<file path="config.mk">
export PLATFORM = sky130hd
export DESIGN_NAME = cpw_timer
export DESIGN_NICKNAME = d
export VERILOG_FILES = /design/src/inc/cpw_pkg.sv /design/src/hw/cpw_timer.sv
export SDC_FILE = /design/constraint.sdc
export NUM_CORES = 1
export LEC_CHECK = 0
export ABC_AREA = 1
export ABC_CLOCK_PERIOD_IN_PS = 2100
export BUFFER_PORTS_ARGS = -buffer_cell sky130_fd_sc_hd__buf_2
export CAP_MARGIN = 20
export CORE_MARGIN = 2
export CORE_UTILIZATION = 40
export CTS_CLUSTER_SIZE = 40
export DETAILED_ROUTE_END_ITERATION = 8
export GPL_TIMING_DRIVEN = 0
export PLACE_DENSITY = 0.61
export SKIP_LAST_GASP = 1
export SYNTH_ARGS = -nofsm -noshare
export SYNTH_HDL_FRONTEND = slang
export SYNTH_SLANG_ARGS = --single-unit
</file>
<file path="constraint.sdc">
create_clock -name clk -period 2.1 [get_ports clk]
set_clock_uncertainty 0.05 [all_clocks]
set_input_delay 0.315 -clock clk [delete_from_list [all_inputs] [get_ports clk]]
set_output_delay 0.315 -clock clk [all_outputs]
set_load 0.005 [all_outputs]
</file>
<file path="src/inc/cpw_pkg.sv">
// Notes on behaviour
// [RULE1] Two 8-bit counters chain into one 16-bit up-counter on internal or event clock.
// [RULE2] Width match inverts the output flop; counting continues without clear.
// [RULE3] Period match inverts the flop, clears the counter and pulses the interrupt.
// [RULE4] Event source holds each level at least two machine cycles.
// [RULE5] Output flop loads a software initial level; reset clears it to zero.
// [RULE6] Pulse output pin always drives the inverse of the output flop.
// [RULE7] Software writes low byte then high byte; never one byte alone.
// [RULE8] Software sets the shared port latch to one before pulse output.
// [RULE9] Period and width registers are unbuffered; writes compare immediately.
// [RULE10] Software avoids changing period or width while the counter runs.
// [RULE11] Stopping the counter holds the output pin at its current level.
// [RULE12] Software changes the initial level in a separate write after stopping.
// [RULE13] Warm-up mode has high-to-low and low-to-high clock switch variants.
// [RULE14] Software holds both initial bits at zero in warm-up mode.
// [RULE15] Warm-up match compares only the upper 8 bits of the period.
// [RULE16] Warm-up match after start clears the counter and pulses the interrupt.
// [RULE17] Software enables the low-frequency oscillator before low warm-up.
// [RULE18] Handler stops counter, selects low clock, then disables high oscillator.
// [RULE19] Low warm-up period accepts 0100H to FF00H.
// [RULE20] High warm-up: enable high oscillator; handler stops, selects high, disables low.
package cpw_pkg;
	localparam logic [15:0] CPW_CNT_RESET     = 16'h0000;
	localparam logic [15:0] CPW_REG_RESET     = 16'h0000;
	localparam logic [15:0] CPW_WARM_MIN      = 16'h0100;
	localparam logic [15:0] CPW_WARM_MAX      = 16'hff00;
	localparam int          CPW_HIGH_LSB      = 8;
	localparam logic [1:0]  CPW_MODE_PPG      = 2'h0;
	localparam logic [1:0]  CPW_MODE_WARM_LO  = 2'h1;
	localparam logic [1:0]  CPW_MODE_WARM_HI  = 2'h2;
endpackage

</file>
<file path="src/hw/cpw_timer.sv">
`timescale 1ns/1ps
module cpw_timer
	import cpw_pkg::*;
#(
	// Width of the cascaded counter.
	parameter int COUNT_WIDTH = 16
)
(
	// Clock and reset.
	input  wire logic        clk,
	input  wire logic        srst,
	// Control.
	input  wire logic [1:0]  mode_sel,
	input  wire logic        cascade_start_bit,
	input  wire logic        event_sel,
	input  wire logic        count_tick,
	input  wire logic        output_flop_initial,
	input  wire logic        init_load,
	// Byte writes of period and width.
	input  wire logic        period_low_wr,
	input  wire logic        period_high_wr,
	input  wire logic        width_low_wr,
	input  wire logic        width_high_wr,
	input  wire logic [7:0]  wr_data,
	// External event pin.
	input  wire logic        event_pin,
	// Status and outputs.
	output logic [15:0] count_value,
	output logic        timer_match_interrupt,
	output logic        pulse_output_pin,
	output logic        warm_range_ok
);
	logic [15:0] cnt_reg;
	logic [15:0] cnt_next;
	logic [15:0] period_reg;
	logic [15:0] width_reg;
	logic        flop_reg;
	logic        irq_reg;
	logic        ev_s1_reg;
	logic        ev_s2_reg;
	logic        ev_prev_reg;
	logic        range_ok_reg;

	// The byte strobes split period and width into two halves of eight bits.
	if (COUNT_WIDTH != 16) begin : g_width_check
		$error("cpw_timer serves only a sixteen-bit cascade");
	end

	wire range_low_ok  = (period_reg >= CPW_WARM_MIN); // [RULE19]
	wire range_high_ok = (period_reg <= CPW_WARM_MAX); // [RULE19]

	wire warm_mode  = (mode_sel == CPW_MODE_WARM_LO) || (mode_sel == CPW_MODE_WARM_HI); // [RULE13]
	wire event_fall = ev_prev_reg & ~ev_s2_reg; // [RULE4]
	wire step       = cascade_start_bit & (event_sel ? event_fall : count_tick); // [RULE1]
	wire width_hit  = !warm_mode && (cnt_reg == width_reg); // [RULE2] [RULE9]
	wire period_hit = warm_mode
		? (cnt_reg[15:CPW_HIGH_LSB] == period_reg[15:CPW_HIGH_LSB]) // [RULE15]
		: (cnt_reg == period_reg); // [RULE9]
	wire match_end  = step && period_hit; // [RULE3] [RULE16]
	wire flop_flip  = step && !warm_mode && (period_hit || width_hit); // [RULE2] [RULE3]

	assign cnt_next = match_end ? CPW_CNT_RESET : (step ? cnt_reg + 16'h0001 : cnt_reg); // [RULE1]

	always_ff @(posedge clk) begin
		if (srst) begin
			ev_s1_reg   <= 1'b1;
			ev_s2_reg   <= 1'b1;
			ev_prev_reg <= 1'b1;
		end else begin
			ev_s1_reg   <= event_pin;
			ev_s2_reg   <= ev_s1_reg;
			ev_prev_reg <= ev_s2_reg;
		end
	end

	always_ff @(posedge clk) begin
		if (srst) begin
			cnt_reg <= CPW_CNT_RESET;
			irq_reg <= 1'b0;
		end else begin
			cnt_reg <= cnt_next;
			irq_reg <= match_end; // [RULE3] [RULE16]
		end
	end

	// Unbuffered byte writes take part in comparison from the next cycle.
	always_ff @(posedge clk) begin
		if (srst) begin
			period_reg <= CPW_REG_RESET;
			width_reg  <= CPW_REG_RESET;
		end else begin
			if (period_low_wr)  period_reg[7:0]  <= wr_data; // [RULE9]
			if (period_high_wr) period_reg[15:8] <= wr_data;
			if (width_low_wr)   width_reg[7:0]   <= wr_data;
			if (width_high_wr)  width_reg[15:8]  <= wr_data;
		end
	end

	// The flop only moves on a match or an explicit load, so a stop without a load holds it.
	always_ff @(posedge clk) begin
		if (srst) begin
			flop_reg <= 1'b0; // [RULE5]
		end else if (init_load && !cascade_start_bit) begin
			flop_reg <= output_flop_initial; // [RULE5] [RULE12]
		end else if (flop_flip) begin
			flop_reg <= ~flop_reg; // [RULE2] [RULE3] [RULE11]
		end
	end

	assign count_value           = cnt_reg;
	assign timer_match_interrupt = irq_reg;
	assign pulse_output_pin      = ~flop_reg; // [RULE6]
	assign warm_range_ok         = range_ok_reg;

	// The range flag is a registered status that follows the period one cycle later.
	always_ff @(posedge clk) begin
		if (srst) begin
			range_ok_reg <= 1'b0;
		end else begin
			range_ok_reg <= range_low_ok && range_high_ok; // [RULE19]
		end
	end
endmodule // cpw_timer

</file>
==> metrics.md <==
| Metric | Value |
|---|---|
| First-pass GRT wire length | 10.17 mm |
| Initial DRC count | 123 |
| Sequential cell area fraction in the yosys report | 40.56% |
| Post-Syn Area | 0.002665 sq mm |
| Hold Vio Cnt, Final | 0 |
| Post-Syn Instances | 369 |
| Multi-input logic area | 0.001360 sq mm |
| Post-Layout Inst Area | 0.003055 sq mm |
| Via count | 2,392 |
| Total congestion overflow | 0 |
| Post-Syn Area per Cell | 7.222 sq um |
| Reg clk slew, reported paths | 100 ps |
| TritonCTS buffer count | 5 |
| Worst slew pin tran | 462.9 ps |
| IO buf count | 40 |
| Slowest stage cell, crit path | dfxtp_1 |
| Die width | 85.63 microns |
| RSZ-0062 raised after global routing | false |
| CTS tree | yes |
| Root Driver | clkbuf_8 |
| Synthesized flop and latch total | 54 |
| Clock H-tree levels | 2 |
| CTS max path bufs | 2 |
| Clock tree sinks | 54 |
| PwrDens | 639.7 mW/mm^2 |
| DR WL/cell | 12.76 microns |
| HPWL Detailed | 4.963 mm |
| Leakage | 1.437 nW |
| Gp weighted congestion | 0.8149 |
| Share of layout cells above drive strength 1 | 20.14% |
| Initial Util | 41.73% |
| # setup viols final | 0 |
| # DRC | 0 |
| Seq. cell area | 0.001081 sq mm |
| MaxCap Viol Count | 0 |
| Critical Path Max Stage Delay | 520 ps |
| Unique masters post-synth | 31 |
| Core ar. | 0.006386 sq mm |
| Period utilisation layout | 84.90% |
| Number of hold buffers added after cts | 0 |
| Placement Rows | 29 |
| Setup TNS Final | 0 ps |
| Layout fillers | 670 |
| Diodes inserted | 0 |
| Critical Path Start Type | flip-flop |
| Worst EP arrival | 1950 ps |
| Post-synthesis net count | 392 |
| Rel. slew slack | 69.14% |
| Worst path required time | 2270 ps |
| Peak supply drop | 314.0 uV |
| Routed WL | 6.304 mm |
| Die extent in y | 85.63 microns |
| Post-CTS setup buffers | 0 |
| FMAX | 0.5609 GHz |
| Max-slew violations | 0 |
| YS warnings | 0 |
| I/O pin cnt | 41 |
| Nets@finish | 439 |
| R2R setup slack | 320 ps |
| Vias in the first global route | 2,119 |
| DR pass1 iterations | 4 |
| Crit path kind | flip-flop to flip-flop |
| Final min period | 1783 ps |
| Layout area overhead | 14.65% |
| CP max FO | 7 |
| Critical Path End Type | flip-flop |
| Vias/cell | 4.842 |
| Largest net degree at the start of global routing | 19 |
| Critical-path cell list | ha_1 > inv_1 > nor3_4 > nand2_2 > nor2_4 > inv_2 > nor2_4 > xor2_1 > nor2_1 |
| Die ar. | 0.007332 sq mm |
| Total track usage | 17.76% |
| # resized after CTS | 0 |
| Hold Path Class | primary input to flip-flop |
| Worst skew pair latency | 310 ps |
| Initial antenna violation count | 0 |
| Post-DRT Antenna Nets | 0 |
| Status | completed |
| Most used cell along the critical path | nor2_4 |
| Placed instance area | 0.002962 sq mm |
path summary, 6_finish.rpt:
kind                  startpoint               to  cells after the start
setup reg to reg  count_value[0]  count_value[12]                      9
setup / recovery  count_value[0]  count_value[12]                      9
hold / removal         event_pin        ev_s1_reg                      2
hold reg to reg        ev_s1_reg        ev_s2_reg                      1
placed cells by master, fill, tap and decap left out:
| master | Yosys | final |
|---|---|---|
| a211oi_1 | 1 | 1 |
| a21oi_1 | 19 | 19 |
| a21oi_2 | 5 | 5 |
| buf_1 | 1 | 1 |
| buf_2 | 2 | 42 |
| buf_6 | 1 | 1 |
| clkbuf_1 | 4 | 4 |
| clkbuf_8 | 0 | 5 |
| clkinv_1 | 2 | 2 |
| clkinv_4 | 0 | 1 |
| clkinvlp_4 | 0 | 1 |
| dfxtp_1 | 54 | 54 |
| ha_1 | 1 | 1 |
| inv_1 | 40 | 40 |
| inv_2 | 7 | 7 |
| inv_6 | 0 | 1 |
| nand2_1 | 66 | 66 |
| nand2_2 | 5 | 5 |
| nand3_1 | 8 | 8 |
| nand3_2 | 3 | 3 |
| nand4_1 | 4 | 4 |
| nand4_2 | 1 | 1 |
| nor2_1 | 60 | 60 |
| nor2_2 | 3 | 3 |
| nor2_4 | 3 | 3 |
| nor3_1 | 6 | 6 |
| nor3_2 | 1 | 1 |
| nor3_4 | 2 | 2 |
| nor3b_1 | 1 | 1 |
| nor4_1 | 3 | 3 |
| o21a_1 | 1 | 1 |
| o21ai_0 | 35 | 35 |
| or2_2 | 3 | 3 |
| xnor2_1 | 8 | 8 |
| xor2_1 | 19 | 19 |
cell usage after synthesis, drive strengths merged:
cell	n	share of area, %
clkinv	2	0.28
nand4	5	1.4
a211oi	1	0.28
nand3	11	2.6
a21oi	24	5.2
o21ai	35	6.6
clkbuf	4	0.56
nor4	3	0.70
ha	1	0.47
inv	47	6.6
o21a	1	0.28
xor2	19	6.2
or2	3	0.70
nor3b	1	0.28
dfxtp	54	41
buf	4	0.94
nand2	71	10
nor3	9	2.7
nor2	66	10
xnor2	8	2.6
per-stage QoR:
stage / power, mW / worst slack (ps) / util, % / cells / hold WS, ps
after global routing: 2.069 / 209.5 / 47.84 / 494 / 109.4
final: 1.955 / 317.1 / 47.84 / 494 / 125.5
after detailed placement: 1.376 / 338.8 / 46.38 / 486 / 353.1
after global placement: 1.371 / 330.6 / 46.38 / 486 / 344.9
after CTS: 1.979 / 320.9 / 47.84 / 494 / 121.5
after floorplan: 1.289 / 520.2 / - / 369 / 337.4
routing by layer:
metal | part of all wire, % | global-route usage [%] | up-vias
li1 | - | - | 1254
met3 | 5.7 | 3.176 | 8
met2 | 45 | 28.62 | 52
met1 | 48 | 24.02 | 1078
met4 | 1.7 | 6.205 | 0
met5 | 0 | 0 | -
area by class of cell:
type                            instances  area share (%)
Multi-Input combinational cell        258           44.51
Sequential cell                        54           35.38
Timing Repair Buffer                   40           6.552
Inverter                               49           6.020
Tap cell                               77           3.153
Clock buffer                            5           2.252
Buffer                                  8           1.310
Clock inverter                          3          0.8190
critical path: cells and delay by family, from the launching register on:
family	cells	cell delay (ps)
adder cells (fa/ha/maj)	1	200
XOR/XNOR	1	150
buffers and inverters	2	140
flip-flops	1	520
AND/OR/NAND/NOR	5	630
cell families (layout without fill, tap and decap cells):
| group | after synthesis | after routing | share of synthesized area (%) |
|---|---|---|---|
| AND/OR/NAND/NOR | 169 | 169 | 29.34 |
| buffers and inverters | 57 | 105 | 8.404 |
| XOR/XNOR | 27 | 27 | 8.873 |
| AO/OA/AOI/OAI | 61 | 61 | 12.35 |
| adder cells (fa/ha/maj) | 1 | 1 | 0.4694 |
| flip-flops | 54 | 54 | 40.56 |
report_power, final:
group          total (mW)  internal, mW  switching [mW]
Sequential           1.11          1.07          0.0392
Combinational       0.238        0.0940           0.144
Clock               0.603         0.241           0.362
Total                1.95          1.41           0.545
Note: power is estimated with default switching activity, not from simulation.
